<file path="config.mk">
export PLATFORM = sky130hd
export DESIGN_NAME = scd_dispatcher
export DESIGN_NICKNAME = d
export VERILOG_FILES = /design/src/rtl/scd_dispatcher.v
export VERILOG_INCLUDE_DIRS = /design/src /design/src/pkg
export SDC_FILE = /design/constraint.sdc
export NUM_CORES = 2
export LEC_CHECK = 0
export BUFFER_PORTS_ARGS = -buffer_cell sky130_fd_sc_hd__buf_4
export CAP_MARGIN = 25
export CORE_MARGIN = 5
export CORE_UTILIZATION = 40
export CTS_BUF_LIST = sky130_fd_sc_hd__clkbuf_8
export DETAILED_ROUTE_END_ITERATION = 8
export GPL_ROUTABILITY_DRIVEN = 1
export GPL_TIMING_DRIVEN = 0
export SLEW_MARGIN = 30
export SYNTH_ARGS = -nofsm -noshare
export SYNTH_HDL_FRONTEND = slang
export SYNTH_SLANG_ARGS = --single-unit
export TNS_END_PERCENT = 50
</file>
<file path="constraint.sdc">
create_clock -name clock_i -period 12.8 [get_ports clock_i]
set_clock_uncertainty 0.2 [all_clocks]
set_input_delay 1.92 -clock clock_i [delete_from_list [all_inputs] [get_ports clock_i]]
set_output_delay 1.92 -clock clock_i [all_outputs]
set_load 0.01 [all_outputs]
</file>
<file path="src/pkg/scd_defines.vh">
// constants for the servo command dispatcher
`ifndef SCD_DEFINES_VH
`define SCD_DEFINES_VH
`define SCD_PROG_CODE_MIN 8'h40
`define SCD_CODE_STOP 8'h03
`define SCD_CODE_VEL_IMM 8'h0f
`define SCD_ACK_NONE 2'h0
`define SCD_ACK_OK 2'h1
`define SCD_ACK_BUSY 2'h2
`define SCD_THR_1 2'h1
`define SCD_THR_2 2'h2
`define SCD_THR_BOTH 2'h3
`define SCD_PTYPE_U16 2'h0
`define SCD_PTYPE_S16 2'h1
`define SCD_PTYPE_U32 2'h2
`define SCD_PTYPE_S32 2'h3
`endif

</file>
<file path="src/rtl/scd_dispatcher.v">
// servo command admission, program buffer and dispatch
//
// Contract
// - the full 8-bit command code range 0 to 255 is decoded.
// - codes below 64 run only from the serial link, except one read as the first stored entry by load with run, and are never stored in a program.
// - codes of 64 and above are accepted live and as stored program entries.
// - a code of 64 or above arriving while a command or program runs gets a busy refusal.
// - parameters are 32 or 16 bit, signed or unsigned, and are widened by declared type.
// - immediate commands skip the program buffer and execute as soon as received.
// - immediate stop and velocity change overwrite the buffer and take over motion.
// - an immediate command that conflicts with a buffer operation gets a busy refusal.
// - a live program command is written to the buffer then run, only when the buffer is idle.
// - a program command received while the motor is active is refused busy and dropped.
// - in download mode program commands are appended to the buffer without running.
// - an assembled program can be run, stored to non-volatile memory, or loaded and run.
// - a program fills the buffer from the link or non-volatile memory before it runs.
// - program commands go to thread 1, thread 2 or both by their thread attribute.
`timescale 1ns/1ps
`include "scd_defines.vh"

module scd_dispatcher #(
   parameter DEPTH = 64,
   parameter AW = 6
)(
   input wire clock_i,
   input wire srst_i,
   // received command from the link framer
   input wire cmd_valid_i,
   input wire [7:0] cmd_code_i,
   input wire [31:0] cmd_param_i,
   input wire [1:0] cmd_ptype_i,
   input wire [1:0] cmd_thread_i,
   input wire cmd_buf_conflict_i,
   input wire cmd_stop_like_i,
   // program control requests
   input wire dl_start_i,
   input wire dl_end_i,
   input wire run_i,
   input wire store_i,
   input wire load_i,
   // external state
   input wire motor_active_i,
   input wire exec_done_i,
   input wire nvm_done_i,
   input wire [7:0] nvm_rd_code_i,
   input wire [31:0] nvm_rd_param_i,
   input wire [1:0] nvm_rd_thread_i,
   // answers
   output reg [1:0] ack_o,
   output reg exec_valid_o,
   output reg [7:0] exec_code_o,
   output reg [31:0] exec_param_o,
   output reg exec_imm_o,
   output reg [1:0] exec_thread_o,
   output reg takeover_o,
   output reg nvm_wr_o,
   output reg nvm_rd_o,
   output reg [AW-1:0] nvm_addr_o,
   output reg [7:0] nvm_wr_code_o,
   output reg [31:0] nvm_wr_param_o,
   output reg [1:0] nvm_wr_thread_o,
   output reg busy_o,
   output reg download_o
);

////////////////////////////////////////////////////////////////////////////////
localparam ST_IDLE = 3'h0;
localparam ST_DL = 3'h1;
localparam ST_RUN = 3'h2;
localparam ST_WAIT = 3'h3;
localparam ST_STORE = 3'h4;
localparam ST_LOAD = 3'h5;

// widen a parameter by its declared width and signedness
function [31:0] widen;
   input [31:0] p;
   input [1:0] t;
   begin
      case (t)
         `SCD_PTYPE_U16: widen = {16'h0000, p[15:0]};
         `SCD_PTYPE_S16: widen = {{16{p[15]}}, p[15:0]};
         default: widen = p;
      endcase
   end
endfunction

reg [7:0] code_mem [0:DEPTH-1];
reg [31:0] parm_mem [0:DEPTH-1];
reg [1:0] thr_mem [0:DEPTH-1];

reg [2:0] st_q;
reg [AW-1:0] len_q;
reg [AW-1:0] ptr_q;
reg live_q;
reg load_run_q;
reg wr_pend_q;
wire prog_code = (cmd_code_i >= `SCD_PROG_CODE_MIN);
wire [31:0] wparm = widen(cmd_param_i, cmd_ptype_i);
wire buf_op = (st_q == ST_STORE) || (st_q == ST_LOAD);
wire running = (st_q == ST_RUN) || (st_q == ST_WAIT);
wire [AW-1:0] last = len_q - {{(AW-1){1'b0}}, 1'b1};

////////////////////////////////////////////////////////////////////////////////
always @(posedge clock_i)
begin
   if (srst_i)
   begin
      st_q <= ST_IDLE;
      len_q <= {AW{1'b0}};
      ptr_q <= {AW{1'b0}};
      live_q <= 1'b0;
      load_run_q <= 1'b0;
      wr_pend_q <= 1'b0;
      ack_o <= `SCD_ACK_NONE;
      exec_valid_o <= 1'b0;
      exec_code_o <= 8'h00;
      exec_param_o <= 32'h00000000;
      exec_imm_o <= 1'b0;
      exec_thread_o <= 2'h0;
      takeover_o <= 1'b0;
      nvm_wr_o <= 1'b0;
      nvm_rd_o <= 1'b0;
      nvm_addr_o <= {AW{1'b0}};
      nvm_wr_code_o <= 8'h00;
      nvm_wr_param_o <= 32'h00000000;
      nvm_wr_thread_o <= 2'h0;
      busy_o <= 1'b0;
      download_o <= 1'b0;
   end
   else
   begin
      ack_o <= `SCD_ACK_NONE;
      exec_valid_o <= 1'b0;
      takeover_o <= 1'b0;
      nvm_wr_o <= 1'b0;
      nvm_rd_o <= 1'b0;
      // done pulses must not be lost to a command in the same cycle, so the
      // machine steps on; only idle and run hold for one cycle instead
      if (!cmd_valid_i || (st_q != ST_IDLE && st_q != ST_RUN))
      begin
         case (st_q)
            ST_IDLE:
            begin
               if (dl_start_i)
               begin
                  len_q <= {AW{1'b0}};
                  st_q <= ST_DL;
                  download_o <= 1'b1;
               end
               // load with run means load and run, so load is looked at before run
               else if (load_i)
               begin
                  ptr_q <= {AW{1'b0}};
                  len_q <= {AW{1'b0}};
                  load_run_q <= run_i;
                  nvm_rd_o <= 1'b1;
                  nvm_addr_o <= {AW{1'b0}};
                  st_q <= ST_LOAD;
               end
               else if (run_i && len_q != {AW{1'b0}})
               begin
                  ptr_q <= {AW{1'b0}};
                  live_q <= 1'b0;
                  st_q <= ST_RUN;
               end
               else if (store_i && len_q != {AW{1'b0}})
               begin
                  ptr_q <= {AW{1'b0}};
                  wr_pend_q <= 1'b0;
                  st_q <= ST_STORE;
               end
            end
            ST_DL:
            begin
               if (dl_end_i)
               begin
                  st_q <= ST_IDLE;
                  download_o <= 1'b0;
               end
            end
            ST_RUN:
            begin
               exec_valid_o <= 1'b1;
               exec_imm_o <= 1'b0;
               exec_code_o <= code_mem[ptr_q];
               exec_param_o <= parm_mem[ptr_q];
               exec_thread_o <= thr_mem[ptr_q];
               st_q <= ST_WAIT;
            end
            ST_WAIT:
            begin
               if (exec_done_i)
               begin
                  if (ptr_q == last)
                  begin
                     st_q <= ST_IDLE;
                     // a live command leaves no program behind
                     if (live_q)
                        len_q <= {AW{1'b0}};
                  end
                  else
                  begin
                     ptr_q <= ptr_q + 1'b1;
                     st_q <= ST_RUN;
                  end
               end
            end
            ST_STORE:
            begin
               // one write per entry; a repeated strobe would restart the store
               if (!wr_pend_q)
               begin
                  wr_pend_q <= 1'b1;
                  nvm_wr_o <= 1'b1;
                  nvm_addr_o <= ptr_q;
                  nvm_wr_code_o <= code_mem[ptr_q];
                  nvm_wr_param_o <= parm_mem[ptr_q];
                  nvm_wr_thread_o <= thr_mem[ptr_q];
               end
               else if (nvm_done_i)
               begin
                  wr_pend_q <= 1'b0;
                  if (ptr_q == last)
                     st_q <= ST_IDLE;
                  else
                     ptr_q <= ptr_q + 1'b1;
               end
            end
            ST_LOAD:
            begin
               if (nvm_done_i)
               begin
                  code_mem[ptr_q] <= nvm_rd_code_i;
                  parm_mem[ptr_q] <= nvm_rd_param_i;
                  thr_mem[ptr_q] <= nvm_rd_thread_i;
                  len_q <= ptr_q + 1'b1;
                  // a code below 64 marks the end of the stored program
                  if (nvm_rd_code_i < `SCD_PROG_CODE_MIN || ptr_q == DEPTH[AW-1:0] - 1'b1)
                  begin
                     if (nvm_rd_code_i < `SCD_PROG_CODE_MIN)
                        len_q <= ptr_q;
                     ptr_q <= {AW{1'b0}};
                     live_q <= 1'b0;
                     st_q <= load_run_q ? ST_RUN : ST_IDLE;
                  end
                  else
                  begin
                     ptr_q <= ptr_q + 1'b1;
                     nvm_rd_o <= 1'b1;
                     nvm_addr_o <= ptr_q + 1'b1;
                  end
               end
            end
            default: st_q <= ST_IDLE;
         endcase
      end
      // link commands come last, so a takeover overrides any program step above
      if (cmd_valid_i && !prog_code)
      begin
         if (cmd_buf_conflict_i && buf_op)
            ack_o <= `SCD_ACK_BUSY;
         else
         begin
            // never written to the buffer, straight out
            ack_o <= `SCD_ACK_OK;
            exec_valid_o <= 1'b1;
            exec_imm_o <= 1'b1;
            exec_code_o <= cmd_code_i;
            exec_param_o <= wparm;
            exec_thread_o <= `SCD_THR_1;
            if (cmd_stop_like_i)
            begin
               takeover_o <= 1'b1;
               len_q <= {AW{1'b0}};
               st_q <= ST_IDLE;
               download_o <= 1'b0;
            end
         end
      end
      else if (cmd_valid_i)
      begin
         if (st_q == ST_DL && !motor_active_i)
         begin
            if (len_q == DEPTH[AW-1:0] - 1'b1)
               ack_o <= `SCD_ACK_BUSY;
            else
            begin
               code_mem[len_q] <= cmd_code_i;
               parm_mem[len_q] <= wparm;
               thr_mem[len_q] <= cmd_thread_i;
               len_q <= len_q + 1'b1;
               ack_o <= `SCD_ACK_OK;
            end
         end
         else if (st_q != ST_IDLE || motor_active_i)
            ack_o <= `SCD_ACK_BUSY;
         else
         begin
            // single-entry buffer then run from it
            code_mem[0] <= cmd_code_i;
            parm_mem[0] <= wparm;
            thr_mem[0] <= cmd_thread_i;
            len_q <= {{(AW-1){1'b0}}, 1'b1};
            ptr_q <= {AW{1'b0}};
            live_q <= 1'b1;
            st_q <= ST_RUN;
            ack_o <= `SCD_ACK_OK;
         end
      end
      busy_o <= running || buf_op;
   end
end

endmodule

</file>
== After elaboration in Yosys (flattened, before gate mapping) ==
Memory sizes are Yosys's and may differ from the RTL's. A register that Yosys moved wholly into a read port is not among the register bits.
Cells that the tools add are included.

* Bits in writable memories: 2688
* Register bits after elaboration: 117
* Bits in read-only memories: 0
* Bits in latches: 0
* Memories: 3
* Input port bits: 99

* $add $sub $neg: 3
* Eq/ne operators: 18
* Magnitude comparators: 2
* $mul: 0
* Multiplexer cells: 157
* Div/mod/pow operators: 0
* Bitwise gates (word level): 5
* Reduce and logical (&&, ||, !) cells: 34
* Shift-type cells: 0

{| class="wikitable"
|+ Memories
! name !! depth !! bits a word !! read ports !! clocked after memory_dff !! write ports !! line !! source
|-
| parm_mem || 64 || 32 || 1 || 1 || 1 || scd_dispatcher.v:88 || <nowiki>reg [31:0] parm_mem [0:DEPTH-1];</nowiki>
|-
| code_mem || 64 || 8 || 1 || 1 || 1 || scd_dispatcher.v:87 || <nowiki>reg [7:0] code_mem [0:DEPTH-1];</nowiki>
|-
| thr_mem || 64 || 2 || 1 || 1 || 1 || scd_dispatcher.v:89 || <nowiki>reg [1:0] thr_mem [0:DEPTH-1];</nowiki>
|}

{| class="wikitable"
|+ Operators by type and width
! kind !! count
|-
| $mux W6 || 45
|-
| $mux W32 || 6
|-
| $pmux W32 S2 || 1
|-
| $reduce_or A32 Y1 || 2
|-
| $mux W1 || 59
|-
| $mux W3 || 18
|-
| $mux W8 || 6
|-
| $pmux W6 S3 || 2
|-
| $mux W2 || 14
|-
| $pmux W6 S4 || 1
|-
| $pmux W3 S6 || 1
|-
| $ne A2 B2 Y1 const B || 8
|-
| $reduce_or A8 Y1 || 2
|-
| $add A6 B1 Y6 const B || 2
|-
| $eq A6 B6 Y1 const B || 2
|-
| $ge A8 B7 Y1 const B || 1
|-
| $lt A8 B7 Y1 const B || 1
|-
| $pmux W1 S2 || 4
|-
| $reduce_and A7 Y1 || 1
|-
| $eq A3 B2 Y1 const B || 2
|-
| $eq A3 B3 Y1 const B || 2
|-
| $eq A6 B6 Y1 || 1
|-
| $logic_and A1 B1 Y1 || 6
|-
| $logic_or A1 B1 Y1 || 6
|-
| other kinds (16) || 26
|}

== Logic depth before layout (Yosys ltp) ==
* Depth in word-level cells: 13
* Depth in mapped cells: 12

== Least setup slack after synthesis ==
No wires, ideal clock.

* Kind: input port to flip-flop
* Start point: input port cmd_valid_i
* End point: memory code_mem[33][0] (enable)
* Path buffers: 2
* Library setup time: 0.493 ns
* Data arrival time: 6.394 ns
* Setup slack: 5.712 ns
* Stages: 8
* Cell sequence: clkbuf_1 inv_2 nor3_2 o21ai_1 clkbuf_1 o21ai_1 nand3_1 nor3_1

* Longest elaborated chain between the ends: 7

{| class="wikitable"
|+ Ends and longest elaborated chain
! item !! line !! source
|-
| from (decl) || scd_dispatcher.v:28 || <nowiki>input wire cmd_valid_i,</nowiki>
|-
| $mux W1, or another cell as far along || scd_dispatcher.v:280 || <nowiki>else if (cmd_valid_i)</nowiki>
|-
| $mux W1 or $logic_or A1 B1 Y1 (tied branches) || scd_dispatcher.v:258, scd_dispatcher.v:139 ||
|-
| $mux W1, on equally long branches || scd_dispatcher.v:106, scd_dispatcher.v:139 ||
|-
| $mux W1, on equally long branches || scd_dispatcher.v:288, scd_dispatcher.v:106 ||
|-
| $reduce_or A8 Y1 (no source line) or $mux W1 (tied branches) || -- ||
|-
| $mux W6 (no source line) or $mux W1 (tied branches) (2 in a row) || -- ||
|-
| to (decl) || scd_dispatcher.v:87 ||
|}

Parallel ways exist; a longest one is shown, timed or not.

== Worst setup path in the final report ==
* Start point: register ptr_q[1]
* End point: memory parm_mem[27][15] (enable)

* Longest elaborated chain between the ends: 2

{| class="wikitable"
|+ Ends and longest elaborated chain
! item !! line !! source
|-
| from (decl) || scd_dispatcher.v:93 || <nowiki>reg [AW-1:0] ptr_q;</nowiki>
|-
| from (signal assigned) || scd_dispatcher.v:110 || <nowiki>ptr_q <= {AW{1'b0}};</nowiki>
|-
| from (signal assigned) || scd_dispatcher.v:153 || <nowiki>ptr_q <= {AW{1'b0}};</nowiki>
|-
| from (signal assigned) || scd_dispatcher.v:162 || <nowiki>ptr_q <= {AW{1'b0}};</nowiki>
|-
| $mux W6 (no source line) (2 in a row) || -- ||
|-
| to (decl) || scd_dispatcher.v:88 ||
|}

No other way between the ends.

==> results.md <==
* WL per Instance at 35.0 um
* Commonest register cell after synthesis: edfxtp_1
* Tmin final at 6.01 ns
* Average size of a mapped cell at 20.4 um^2
* Max Root-Sink Buffers at 4
* Yosys Warn Count at 0
* Vias at 61,000
* Initial antenna violation count at 13
* Post-synthesis cell area at 109,000 um^2
* Total negative slack at 0 ns
* Final HPWL DP at 255,000 um
* Async SR Flop Fraction at 0%
* Cells after synthesis at 5,324
* CTS tree: built
* Hold path depth at 2
* Synthesis-to-layout area growth at 19.6%
* Area share of the largest cell type after synthesis at 74.2%
* Hold/Removal Path Class: reg2reg
* Multi-input gate area at 24,900 um^2
* Layout Cells excl Fill at 10,200
* Most common cell after layout, fill and taps aside: edfxtp_1
* Grt total ovfl at 0
* CP max FO at 12
* Die ar. at 282,000 um^2
* CP Data Required Time at 13.36 ns
* CP Launch Type: flip-flop
* DR DRC count at 0
* Post-synth net total at 5,427
* #FFs+latches synth at 2,805
* Largest cells by area after synthesis: edfxtp_1, mux4_2, mux2i_1, dfxtp_1, a22oi_1
* Finished Cell Area at 130,000 um^2
* Layout Utilization at 48.0%
* Share of layout cells above drive strength 1 at 28.9%
* Pleak at 41.0 nW
* Dpl cell area at 122,000 um^2
* Min-Delay Startpoint: nvm_wr_param_o[21]
* CTS Hold Bufs at 0
* Max-slew violation count at 0
* Final ANT Viol Nets at 0
* Vias in the first global route at 60,900
* Period utilization at 46.9%
* Slew @ Worst Pin at 1.12 ns
* Max H-tree Level at 5
* Initial Util at 40.2%
* Number of flops mapped to enable cells by yosys at 2,688
* Reg2reg end: parm_mem[27][15]
* RSZ-0062 raised after global routing: false
* Netlist cell types at 76
* Placed Cells at 9,384
* Post-synthesis sequential area ratio at 76.4%
* Gr usage total at 24.8%
* Hold Vio Cnt, Final at 0
* Fmax at 166 MHz
* R2r setup slk at 6.79 ns
* # nets final at 6,374
* Worst Reg-to-Reg Cells at 11
* Die H at 531 um
* Drt first pass iters at 7
* Fillers at 22,000
* Row count at 191
* Core area at 271,000 um^2
* Final setup vio count at 0
* # resized after CTS at 0
* CTS sink cnt at 2,805
* Total power at 18.1 mW
* Ports at 198
* Vias per cell at 5.96
* Synth area leader: edfxtp_1
* Placer Congestion at 0.893
* Clock Latency Late Sink at 1.13 ns
* FF-to-FF Start: ptr_q[1]
* CTS Buf Count at 455
* Global-route wire length before repair at 487,000 um
* Maxcap violations at 0
* Critical path class: reg2reg
* Root buffer cell: clkbuf_8
* # port buffers at 194
* DRT Wirelength at 358,000 um
* Sequential Area at 83,100 um^2
* CTS clk-pin slew, worst paths at 0.06 ns
* Hold Path End: nvm_wr_param_o[21]
* Largest net degree at the start of global routing at 65
* Post-CTS Setup Bufs at 0
* Die Wd at 531 um
* VDD IR max at 120 uV
* Worst path arrival time at 6.57 ns
* Most frequent cells in the layout: edfxtp_1, mux4_2, clkbuf_8
* DR iter-0 viols at 8,467
* Worst slew margin at 25.2%
* Status: finished clean
* Power Dens Cells at 139 nW/um^2
* Worst setup EP type: flip-flop
state kept, by name (all words and copies together), names as in the netlist, 2 cells and up:
name,count
parm_mem,2048
thr_mem,128
nvm_wr_code_o,8
st_q,3
nvm_wr_thread_o,2
nvm_addr_o,6
exec_thread_o,2
exec_param_o,32
code_mem,512
ptr_q,6
nvm_wr_param_o,32
ack_o,2
exec_code_o,8
len_q,6
cell usage after synthesis (all sizes together) (4+ instances only):
library cell     n
edfxtp        2688
mux4           552
mux2i          402
a22oi          281
nand2          177
clkbuf         161
buf            156
nor2           132
dfxtp          117
nand3          116
a21oi           65
nand4           55
o21ai           45
mux2            36
a222oi          35
inv             29
nor3            24
o211ai          22
nand2b          21
o221ai          16
a211oi          14
a21o            13
xnor2           11
nor2b           10
a221oi           9
a32oi            9
o2bb2ai          9
or3              9
and2             8
o22ai            8
xor2             8
and3             7
a31oi            6
o31ai            6
a211o            5
a31o             5
o22a             5
ha               4
nor3b            4
cells by family (layout without fill, tap and decap cells):
family / after synthesis / after routing / synth area share, %
buffers and inverters: 346 / 1653 / 1.47
DFF: 2805 / 2805 / 76.4
muxes: 990 / 990 / 15.5
other: 0 / 24 / 0
adders and majority gates: 4 / 4 / 0.0460
xor gates and xnor gates: 19 / 19 / 0.153
and+or+nand+nor: 578 / 578 / 2.50
AOI/OAI and AO/OA: 582 / 582 / 3.96
worst max-delay path by stage:
stage	depth (start not counted)	endpoint	startpoint	slack, ns
floorplan	8	code_mem[33][0]	cmd_valid_i	5.71
global placement	8	parm_mem[51][8]	cmd_valid_i	0.40
detailed placement	11	code_mem[56][0]	cmd_valid_i	6.28
CTS	14	parm_mem[61][11]	ptr_q[0]	7.15
global route	14	parm_mem[61][11]	ptr_q[0]	6.96
finish	11	parm_mem[27][15]	ptr_q[1]	6.79
worst max-delay path, cell delays in order (launching register included):
cell       delay (ns)
dfxtp_1          0.33
buf_2            0.54
buf_2            0.67
buf_2            0.55
buf_2            0.65
o21ai_0          0.29
a2bb2oi_1        0.38
nand3_1          0.60
nor2_4           0.79
buf_16           0.24
buf_16           0.18
buf_16           0.17
report_power, final:
part | internal [mW] | switching (mW) | leakage (nW)
Sequential | 10.2 | 0.0315 | 25.1
Clock | 3.54 | 3.54 | 4.81
Combinational | 0.257 | 0.564 | 11.1
per-stage QoR:
step           hold WS, ns  worst slack [ns]
2_1_floorplan        0.260              5.71
3_3_place_gp         0.239             0.405
3_5_place_dp         0.239              6.28
4_1_cts              0.251              7.15
5_1_grt              0.291              6.96
6_report             0.249              6.79
layer usage:
metal	global-route usage, %	share of wire [%]
met4	14.2	6.6
met1	30.8	36
met5	0	0.0089
met2	39.7	48
met3	6.10	9.8
final cells by class:
| class | instances | area share (%) |
|---|---|---|
| timing repair buffer | 490 | 6.02 |
| tap | 3570 | 3.43 |
| buffer | 317 | 1.18 |
| clock buffer | 468 | 4.95 |
| sequential | 2805 | 63.8 |
| clock inverter | 349 | 1.29 |
| antenna | 24 | 0.0462 |
| inverter | 29 | 0.0837 |
| multi-input combinational | 2173 | 19.1 |
Note: power is estimated with default switching activity, not from simulation.
